File: src/gpxb_pkg.sv
`default_nettype none
package gpxb_pkg;

	////////////////////////////////////////////////////////////////////////
	// Register byte offsets on the register bus
	localparam logic [7:0] OFS_PORT_DATA = 8'h00;
	localparam logic [7:0] OFS_PORT_DIR = 8'h04;
	localparam logic [7:0] OFS_PIN_FEAT = 8'h08;
	localparam logic [7:0] OFS_PIN_LEVEL = 8'h0c;
	localparam logic [7:0] OFS_GRANT = 8'h10;
	localparam logic [7:0] OFS_ANALOG = 8'h14;

	////////////////////////////////////////////////////////////////////////
	// Pin feature word layout: pin address, side select, feature code
	localparam int FEAT_ADDR_LSB = 0;
	localparam int FEAT_ADDR_W = 3;
	localparam int FEAT_SIDE_BIT = 3;
	localparam int FEAT_CODE_LSB = 4;
	localparam int FEAT_CODE_W = 2;

	// Output-side codes
	localparam logic [1:0] OUT_NORMAL = 2'h0;
	localparam logic [1:0] OUT_HIGH = 2'h1;
	// Input-side codes
	localparam logic [1:0] IN_NO_PULL = 2'h0;
	localparam logic [1:0] IN_PULL_UP = 2'h1;
	localparam logic [1:0] IN_PULL_DOWN = 2'h2;
	localparam logic [1:0] IN_BUF_OFF = 2'h3;

	////////////////////////////////////////////////////////////////////////
	// Reset values: every pin a digital input, buffer on, no pull
	localparam logic [7:0] RST_DATA = 8'hff;
	localparam logic [7:0] RST_DIR = 8'h00;
	localparam logic [1:0] RST_IN_FEAT = IN_NO_PULL;
	localparam logic RST_HIGH_DRIVE = 1'b0;

	// Digital peripheral index, highest priority first
	localparam int PER_LFOSC = 0;
	localparam int PER_SPI_MASTER = 1;
	localparam int PER_SPI_SLAVE = 2;
	localparam int PER_DEBUG = 3;
	localparam int PER_TWO_WIRE = 4;
	localparam int PER_PWM = 5;
	localparam int NUM_DIGITAL = 6;

endpackage
`default_nettype wire

File: src/gpxb_pin_crossbar.sv
`timescale 1ns/10ps
`default_nettype none
module gpxb_pin_crossbar #(
	parameter int NP = 8,
	parameter logic [gpxb_pkg::NUM_DIGITAL*8-1:0] REQ_MASK =
		48'h48_60_7c_3c_1c_03,
	parameter logic [7:0] LFOSC_ANA_MASK = 8'h03
) (
	// Clock and reset
	input wire logic clock,
	input wire logic rst_n,
	// Avalon-MM slave
	input wire logic [7:0] avs_address,
	input wire logic avs_read,
	input wire logic avs_write,
	input wire logic [31:0] avs_writedata,
	output logic [31:0] avs_readdata,
	output logic avs_waitrequest,
	// Peripheral requests, one enable per digital peripheral
	input wire logic [gpxb_pkg::NUM_DIGITAL-1:0] periph_en,
	input wire logic [gpxb_pkg::NUM_DIGITAL*8-1:0] periph_out,
	input wire logic [gpxb_pkg::NUM_DIGITAL*8-1:0] periph_oe,
	input wire logic lfosc_analog_mode,
	input wire logic converter_en,
	input wire logic comparator_en,
	input wire logic [2:0] converter_channel_select,
	input wire logic converter_reference_select,
	input wire logic [2:0] converter_reference_pin,
	// Alternate default transmitter, idles high
	input wire logic [7:0] alt_tx,
	// Pad side
	input wire logic [7:0] pin_in,
	output logic [7:0] pin_out,
	output logic [7:0] pin_oe,
	output logic [7:0] pin_in_en,
	output logic [7:0] pin_pull_up,
	output logic [7:0] pin_pull_down,
	output logic [7:0] pin_high_drive,
	output logic [7:0] pin_analog_sel,
	output logic [7:0] pin_analog_conv,
	// Receivers
	output logic [7:0] alt_rx,
	output logic [7:0] periph_in
);

	localparam int ND = gpxb_pkg::NUM_DIGITAL;
	////////////////////////////////////////////////////////////////////////
	// Bus handshake
	logic wait_r;
	logic acc;
	logic [7:0] port_data_r;
	logic [7:0] port_dir_r;
	logic [2:0] feat_addr_r;
	logic [7:0] high_drive_r;
	logic [1:0] in_feat_r [8];
	logic [7:0] level_r;
	logic [ND-1:0] grant_r;
	logic [31:0] rdata_r;
	logic [31:0] rdata_nxt;
	// One wait cycle per request, then a single-cycle acknowledge
	always_ff @(posedge clock) begin
		if (!rst_n)
			wait_r <= 1'b1;
		else if ((avs_read || avs_write) && wait_r)
			wait_r <= 1'b0;
		else
			wait_r <= 1'b1;
	end
	assign acc = !wait_r;

	// Read mux; unmapped offsets read as zero
	always_comb begin
		rdata_nxt = 32'h0000_0000;
		unique case (avs_address)
			gpxb_pkg::OFS_PORT_DATA: rdata_nxt[7:0] = port_data_r;
			gpxb_pkg::OFS_PORT_DIR: rdata_nxt[7:0] = port_dir_r;
			gpxb_pkg::OFS_PIN_FEAT: begin
				rdata_nxt[2:0] = feat_addr_r;
				rdata_nxt[4] = high_drive_r[feat_addr_r];
				rdata_nxt[6:5] = in_feat_r[feat_addr_r];
			end
			gpxb_pkg::OFS_PIN_LEVEL: rdata_nxt[7:0] = level_r;
			gpxb_pkg::OFS_GRANT: rdata_nxt[ND-1:0] = grant_r;
			gpxb_pkg::OFS_ANALOG: rdata_nxt[7:0] = pin_analog_sel;
			default: rdata_nxt = 32'h0000_0000;
		endcase
	end

	// Data stands at the acknowledging edge
	always_ff @(posedge clock) begin
		if (!rst_n)
			rdata_r <= 32'h0000_0000;
		else if (avs_read && wait_r)
			rdata_r <= rdata_nxt;
	end
	assign avs_readdata = rdata_r;
	assign avs_waitrequest = wait_r;

	////////////////////////////////////////////////////////////////////////
	// Port-wide data and direction registers
	// Whole port in one access
	always_ff @(posedge clock) begin
		if (!rst_n) begin
			port_data_r <= gpxb_pkg::RST_DATA;
			port_dir_r <= gpxb_pkg::RST_DIR;
		end else if (acc && avs_write) begin
			if (avs_address == gpxb_pkg::OFS_PORT_DATA)
				port_data_r <= avs_writedata[7:0];
			if (avs_address == gpxb_pkg::OFS_PORT_DIR)
				port_dir_r <= avs_writedata[7:0];
		end
	end

	////////////////////////////////////////////////////////////////////////
	// Per-pin feature storage
	logic [2:0] wr_pin;
	logic wr_feat;
	logic [1:0] wr_code;
	assign wr_pin = avs_writedata[gpxb_pkg::FEAT_ADDR_LSB+:3];
	assign wr_code = avs_writedata[gpxb_pkg::FEAT_CODE_LSB+:2];
	assign wr_feat = acc && avs_write &&
		(avs_address == gpxb_pkg::OFS_PIN_FEAT);

	// Pin address is kept so a later read sees the same pin
	always_ff @(posedge clock) begin
		if (!rst_n)
			feat_addr_r <= 3'h0;
		else if (wr_feat)
			feat_addr_r <= wr_pin;
	end

	// Only the addressed pin changes, so writes accumulate
	always_ff @(posedge clock) begin
		if (!rst_n) begin
			high_drive_r <= {8{gpxb_pkg::RST_HIGH_DRIVE}};
			for (int i = 0; i < 8; i++)
				in_feat_r[i] <= gpxb_pkg::RST_IN_FEAT;
		end else if (wr_feat) begin
			if (avs_writedata[gpxb_pkg::FEAT_SIDE_BIT])
				high_drive_r[wr_pin] <= (wr_code == gpxb_pkg::OUT_HIGH);
			else
				in_feat_r[wr_pin] <= wr_code;
		end
	end

	////////////////////////////////////////////////////////////////////////
	// Digital arbitration
	logic [ND-1:0] dig_en;
	logic [ND-1:0] grant_nxt;
	logic [7:0] higher;
	// Oscillator in analog mode makes no digital request
	always_comb begin
		dig_en = periph_en;
		dig_en[gpxb_pkg::PER_LFOSC] = periph_en[gpxb_pkg::PER_LFOSC] &&
			!lfosc_analog_mode;
	end

	// Enabled higher peripherals block a whole request, even if ungranted
	always_comb begin
		higher = 8'h00;
		grant_nxt = '0;
		for (int p = 0; p < ND; p++) begin
			if (dig_en[p] && ((REQ_MASK[p*8+:8] & higher) == 8'h00))
				grant_nxt[p] = 1'b1;
			if (dig_en[p])
				higher = higher | REQ_MASK[p*8+:8];
		end
	end

	always_ff @(posedge clock) begin
		if (!rst_n)
			grant_r <= '0;
		else
			grant_r <= grant_nxt;
	end

	////////////////////////////////////////////////////////////////////////
	// Analog selection
	logic [7:0] lf_ana;
	logic [7:0] conv_ana;
	logic [7:0] conv_win;
	// Comparator reuses converter selects, so both share one column
	always_comb begin
		lf_ana = (periph_en[gpxb_pkg::PER_LFOSC] && lfosc_analog_mode) ?
			LFOSC_ANA_MASK : 8'h00;
		conv_ana = 8'h00;
		if (converter_en || comparator_en) begin
			conv_ana[converter_channel_select] = 1'b1;
			if (converter_reference_select)
				conv_ana[converter_reference_pin] = 1'b1;
		end
		conv_win = conv_ana & ~lf_ana;
	end

	always_ff @(posedge clock) begin
		if (!rst_n) begin
			pin_analog_sel <= 8'h00;
			pin_analog_conv <= 8'h00;
		end else begin
			pin_analog_sel <= lf_ana | conv_win;
			pin_analog_conv <= conv_win;
		end
	end

	////////////////////////////////////////////////////////////////////////
	// Per-pin output mux
	logic [7:0] own_nxt;
	logic [7:0] d_out_nxt;
	logic [7:0] d_oe_nxt;
	// Granted masks are disjoint, so OR-ing selects the single owner
	always_comb begin
		own_nxt = 8'h00;
		d_out_nxt = 8'h00;
		d_oe_nxt = 8'h00;
		for (int p = 0; p < ND; p++) begin
			if (grant_nxt[p]) begin
				own_nxt = own_nxt | REQ_MASK[p*8+:8];
				d_out_nxt = d_out_nxt | (REQ_MASK[p*8+:8] & periph_out[p*8+:8]);
				d_oe_nxt = d_oe_nxt | (REQ_MASK[p*8+:8] & periph_oe[p*8+:8]);
			end
		end
	end

	genvar g;
	generate
		for (g = 0; g < 8; g++) begin : g_pin
			// Analog selection never touches the digital path
			always_ff @(posedge clock) begin
				if (!rst_n) begin
					pin_out[g] <= 1'b1;
					pin_oe[g] <= 1'b0;
					pin_in_en[g] <= 1'b1;
					pin_pull_up[g] <= 1'b0;
					pin_pull_down[g] <= 1'b0;
					pin_high_drive[g] <= 1'b0;
					alt_rx[g] <= 1'b1;
				end else if (own_nxt[g]) begin
					pin_out[g] <= d_out_nxt[g];
					pin_oe[g] <= d_oe_nxt[g];
					pin_in_en[g] <= 1'b1;
					pin_pull_up[g] <= 1'b0;
					pin_pull_down[g] <= 1'b0;
					pin_high_drive[g] <= 1'b0;
					alt_rx[g] <= 1'b1;
				end else begin
					pin_out[g] <= port_data_r[g] & alt_tx[g];
					pin_oe[g] <= port_dir_r[g];
					pin_in_en[g] <= in_feat_r[g] != gpxb_pkg::IN_BUF_OFF;
					pin_pull_up[g] <= in_feat_r[g] == gpxb_pkg::IN_PULL_UP;
					pin_pull_down[g] <= in_feat_r[g] == gpxb_pkg::IN_PULL_DOWN;
					pin_high_drive[g] <= high_drive_r[g];
					alt_rx[g] <= port_dir_r[g] | pin_in[g];
				end
			end
		end
	endgenerate

	// Input levels to software and peripherals
	always_ff @(posedge clock) begin
		if (!rst_n) begin
			level_r <= 8'h00;
			periph_in <= 8'h00;
		end else begin
			level_r <= pin_in;
			periph_in <= pin_in;
		end
	end
endmodule
`default_nettype wire

File: config.mk
export PLATFORM = sky130hd
export DESIGN_NAME = gpxb_pin_crossbar
export DESIGN_NICKNAME = d
export VERILOG_FILES = /design/src/gpxb_pkg.sv /design/src/gpxb_pin_crossbar.sv
export SDC_FILE = /design/constraint.sdc
export NUM_CORES = 1
export LEC_CHECK = 0
export ABC_AREA = 1
export BUFFER_PORTS_ARGS = -buffer_cell sky130_fd_sc_hd__buf_4
export CAP_MARGIN = 10
export CORE_ASPECT_RATIO = 0.9
export CORE_MARGIN = 4
export CORE_UTILIZATION = 45
export DETAILED_ROUTE_END_ITERATION = 8
export PLACE_DENSITY = 0.9
export SYNTH_ARGS = -nofsm -noshare
export SYNTH_HDL_FRONTEND = slang
export SYNTH_SLANG_ARGS = --single-unit
File: constraint.sdc
create_clock -name clock -period 2.2 [get_ports clock]
set_clock_uncertainty 0.1 [all_clocks]
set_input_delay 0.44 -clock clock [delete_from_list [all_inputs] [get_ports clock]]
set_output_delay 0.44 -clock clock [all_outputs]
set_load 0.01 [all_outputs]
After elaboration in Yosys (flattened, before gate mapping)
Memory sizes are Yosys's and may differ from the RTL's. A register that Yosys moved wholly into a read port is not among the register bits.
Cells that the tools add are included.
{"block": "word_totals", "register_bits": 122, "mem_bits_rw": 16, "in_bits": 172, "output_inout_bits": 113, "elab_cells": 244, "memories": 1}
{"block": "classes", "n_lt_le_gt_ge": 7, "n_eq_ne": 30, "mux": 73, "n_bitwise": 31, "n_reduce_logical": 36}
{"memory": "in_feat_r", "depth": 8, "word_bits": 2, "rd": 9, "rd_clocked_by_memory_dff": 1, "wr": 8, "line": "gpxb_pin_crossbar.sv:55", "rtl": "logic [1:0] in_feat_r [8];"}
{"op": "8-bit 2-to-1 mux", "count": 12}
{"op": "8-bit by 7-bit OR with 8-bit output", "count": 6}
{"op": "8-bit zero test", "count": 5}
{"op": "7-bit 2-to-1 mux", "count": 5}
{"op": "1-bit 2-to-1 mux", "count": 33}
{"op": "2-bit by 1-bit == test with 1-bit output, second input constant", "count": 9}
{"op": "3-bit case mux with 6 select lines", "count": 1}
{"op": "2-bit OR reduction", "count": 9}
{"op": "2-bit == test, second input constant", "count": 8}
{"op": "8-bit by 4-bit == test with 1-bit output, second input constant", "count": 2}
{"op": "8-bit by 5-bit == test with 1-bit output, second input constant", "count": 2}
{"op": "3-bit by 4-bit < comparator with 1-bit output, second input constant", "count": 4}
{"op": "2-bit inequality test, second input constant", "count": 8}
{"op": "8-bit by 5-bit OR with 8-bit output", "count": 2}
{"op": "8-bit by 6-bit OR with 8-bit output", "count": 2}
{"op": "1-bit logical AND", "count": 14}
{"op": "2-bit 2-to-1 mux", "count": 6}
{"op": "6-bit 2-to-1 mux", "count": 2}
{"op": "2-bit case mux with 6 select lines", "count": 1}
{"op": "5-bit 2-to-1 mux", "count": 2}
{"op": "1-bit case mux with 5 select lines", "count": 2}
{"op": "1-bit demux with 3-bit select", "count": 3}
{"op": "3-bit by 1-bit greater-or-equal comparator with 1-bit output, second input constant", "count": 3}
{"op": "3-bit 2-to-1 mux", "count": 3}
{"op": "15 further kinds", "count": 33}

Longest topological paths before layout
{"block": "logic_depth", "depth_word": 15, "ltp_mapped": 10, "ltp_nobuf": 10}

Worst setup path before layout
Ideal clock, no wire load.
{"block": "synth_path", "path_kind": "input -> register", "from": "input port avs_address[5]", "to": "memory in_feat_r[0][0] (enable)", "setup_ps": 298, "t_arrival_ps": 1389, "t_required_ps": 1802, "slack_ps": 414, "stages": 7, "n_path_buf": 0, "cell_sequence": "nor2_1 nand2_2 nor2_4 nand2_4 nor3_4 nand2_1 nand2_1"}
{"element": "start, declared", "line": "gpxb_pin_crossbar.sv:13", "rtl": "input wire logic [7:0] avs_address,"}
{"element": "end, declared", "line": "gpxb_pin_crossbar.sv:55"}

==> results.sh <==
export IMPL_status="finished, final reports clean"
export IMPL_max_slew_margin_rel_pct=55.6
export IMPL_yosysWarnings=0
export IMPL_die_x_um=125
export IMPL_ys_top_cells_by_area="dfxtp_1, nand2_1, edfxtp_1"
export IMPL_grt_use_total_pct=23.9
export IMPL_drive_gt1_share_pct=25.5
export IMPL_fin_nets=1058
export IMPL_seqPwrFrac_pct=43.0
export IMPL_cts_path_max_buffers=2
export IMPL_p_int_mw=4.71
export IMPL_finalPower_mw=6.04
export IMPL_postCtsHoldBufs=0
export IMPL_wl_um=17100
export IMPL_synth_seq_cells=135
export IMPL_syn_to_final_growth_pct=36.6
export IMPL_detail_route_wl_per_cell_um=16.2
export IMPL_portBuffers=176
export IMPL_grt_pass1_wl_um=26200
export IMPL_clk_latency_ps=410
export IMPL_syn_mean_instance_area_um2=7.87
export IMPL_gp_congestion=0.965
export IMPL_worst_slack_ps=536
export IMPL_period_share_pct=75.6
export IMPL_layout_common_cells="buf_4, nand2_1, dfxtp_1"
export IMPL_slew_violations=0
export IMPL_rows=38
export IMPL_cts_tree="built"
export IMPL_ir_drop_v=0.000525
export IMPL_cts_buffers=17
export IMPL_grt_use_met1_pct=27.5
export IMPL_fin_crit_ps=1660
export IMPL_switchingPower_mw=1.33
export IMPL_use_met2_pct=40.2
export IMPL_critPathKind="flip-flop to flip-flop"
export IMPL_grt_start_max_net_pins=65
export IMPL_top_register="in_feat_r"
export IMPL_antenna_found_initial=0
export IMPL_setup_tns_final_ps=0
export IMPL_cts_root_buf="clkbuf_16"
export IMPL_tightest_slew_ps=660
export IMPL_dpl_hpwl_um=12900
export IMPL_nFillCells=1007
export IMPL_start_util_pct=45.8
export IMPL_synth_top_area_share_pct=43.2
export IMPL_antennaDiodeCount=0
export IMPL_final_common_cell="buf_4"
export IMPL_crit_required_ps=2220
export IMPL_worstPathMaxFanout=8
export IMPL_stdcell_count=1059
export IMPL_post_place_cells=1027
export IMPL_synthesis_instances=700
export IMPL_first_pass_iters=5
export IMPL_largest_register_ffs=16
export IMPL_hold_path_class="input pin to flip-flop"
export IMPL_core_area_mm2=0.0120
export IMPL_ctsHtreeMaxLevel=4
export IMPL_drt_initial_drc_count=419
export IMPL_place_ws_ps=132
export IMPL_cts_sinks=135
export IMPL_max_freq_mhz=601
export IMPL_sw_frac_of_total_pct=22.0
export IMPL_final_hold_viol_count=0
export IMPL_yosysSeqAreaShare_pct=52.0
export IMPL_synth_distinct_cells=29
export IMPL_synth_largest_area_cell="dfxtp_1"
export IMPL_post_route_drc_count=0
export IMPL_seq_area_mm2=0.00286
export IMPL_p_per_area_mw_per_mm2=803
export IMPL_die_area_mm2=0.0141
export IMPL_grt_pass1_vias=5232
export IMPL_multi_input_area_mm2=0.00210
export IMPL_top_usage_layer="met2"
export IMPL_grt_use_met3_pct=8.64
export IMPL_drtAntennaViolNets=0
export IMPL_gr_total_overflow=0
export IMPL_drv_cap=0
export IMPL_endpoint_kind="flip-flop"
export IMPL_rsz0062_at_grt="false"
export IMPL_arrival_ps=1680
export IMPL_num_io_pins=285
export IMPL_postCtsSetupRepairBufs=0
export IMPL_power_frac_comb_pct=8.8
export IMPL_via_count=5401
export IMPL_path_clk_slew_ps=60
export IMPL_vias_per_cell=5.10
export IMPL_ctsResizeCount=0
export IMPL_crit_path_start_kind="flip-flop"
export IMPL_netlist_area_mm2=0.00551
export IMPL_finalSetupViolCount=0
export IMPL_clock_power_share_pct=48.2
export IMPL_dieHeight_um=113
export IMPL_p_leak_nw=3.58
final timing paths:
check | from | endpoint | slack (ps) | cells past startpoint
worst min-delay path | pin_in[4] | level_r[4]$_SDFF_PN0_ | 120 | 3
worst min register to register | port_dir_r[7]$_SDFFE_PN0P_ | pin_oe[7]$_SDFF_PN0_ | 340 | 2
worst max-delay path | avs_waitrequest$_SDFF_PN1_ | in_feat_r[5][1]$_SDFFCE_PN0P_ | 540 | 6
worst max register to register | avs_waitrequest$_SDFF_PN1_ | in_feat_r[5][1]$_SDFFCE_PN0P_ | 540 | 6
per-stage QoR:
stage / utilization [%] / hold WS (ps) / area [um^2]
after detailed placement: 57.5 / 333 / 6920
after global routing: 62.6 / 114 / 7520
final: 62.6 / 118 / 7520
after floorplan: - / 307 / 5600
after global placement: 57.5 / 317 / 6920
after CTS: 62.6 / 111 / 7520
power groups by stage:
stage	Clock [mW]	Sequential, mW	Combinational, mW
after floorplan	0	2.67	0.236
after global placement	0	2.65	0.518
after detailed placement	0	2.65	0.528
after CTS	2.93	2.60	0.533
after global routing	3.05	2.60	0.583
final	2.91	2.60	0.534
Yosys cell counts:
library cell  count
a221oi_1          2
buf_2             5
nand2_2           3
buf_6             1
nor2_1           74
clkbuf_1          9
conb_1            1
nor3_1           21
inv_1            82
inv_2             4
edfxtp_1         16
o22ai_1           5
dfxtp_1         119
nand2_4           1
a22o_1            6
nand4_1           2
a31oi_1           2
nand2_1         146
a32oi_1           1
nand3_1          62
nor2_4            5
o31ai_1           2
buf_4            30
a21oi_1          47
o21ai_0          36
clkinv_1          4
a41oi_1           2
nor3_4            1
o211ai_1         11
critical path, cell delays in order, from the launching register on:
cell and delay, ps:
dfxtp_1 330, nor2_1 120, buf_4 150, nand2_4 60, nor3_4 300, nand2_1 180
nand2_1 130
kinds of logic after synthesis:
family	Yosys count	synth area share, %
flip-flops	135	52.0
AO/OA/AOI/OAI	114	11.9
AND/OR/NAND/NOR	315	24.6
other	1	0.0681
buffers and inverters	135	11.5
routing by layer:
metal | routed length, um | share of wire (%)
met1 | 6810 | 40
met4 | 579 | 3.4
met5 | 0 | 0
met3 | 1780 | 10
met2 | 7960 | 46
layout make-up:
type	count	share of cell area [%]
flip-flops and latches	135	38.0
multi-input cells	453	27.9
clock buffers	22	6.04
repair buffers	189	18.9
inverters	90	4.49
well taps	160	2.66
clock inverters	10	2.01
Note: power is estimated with default switching activity, not from simulation.
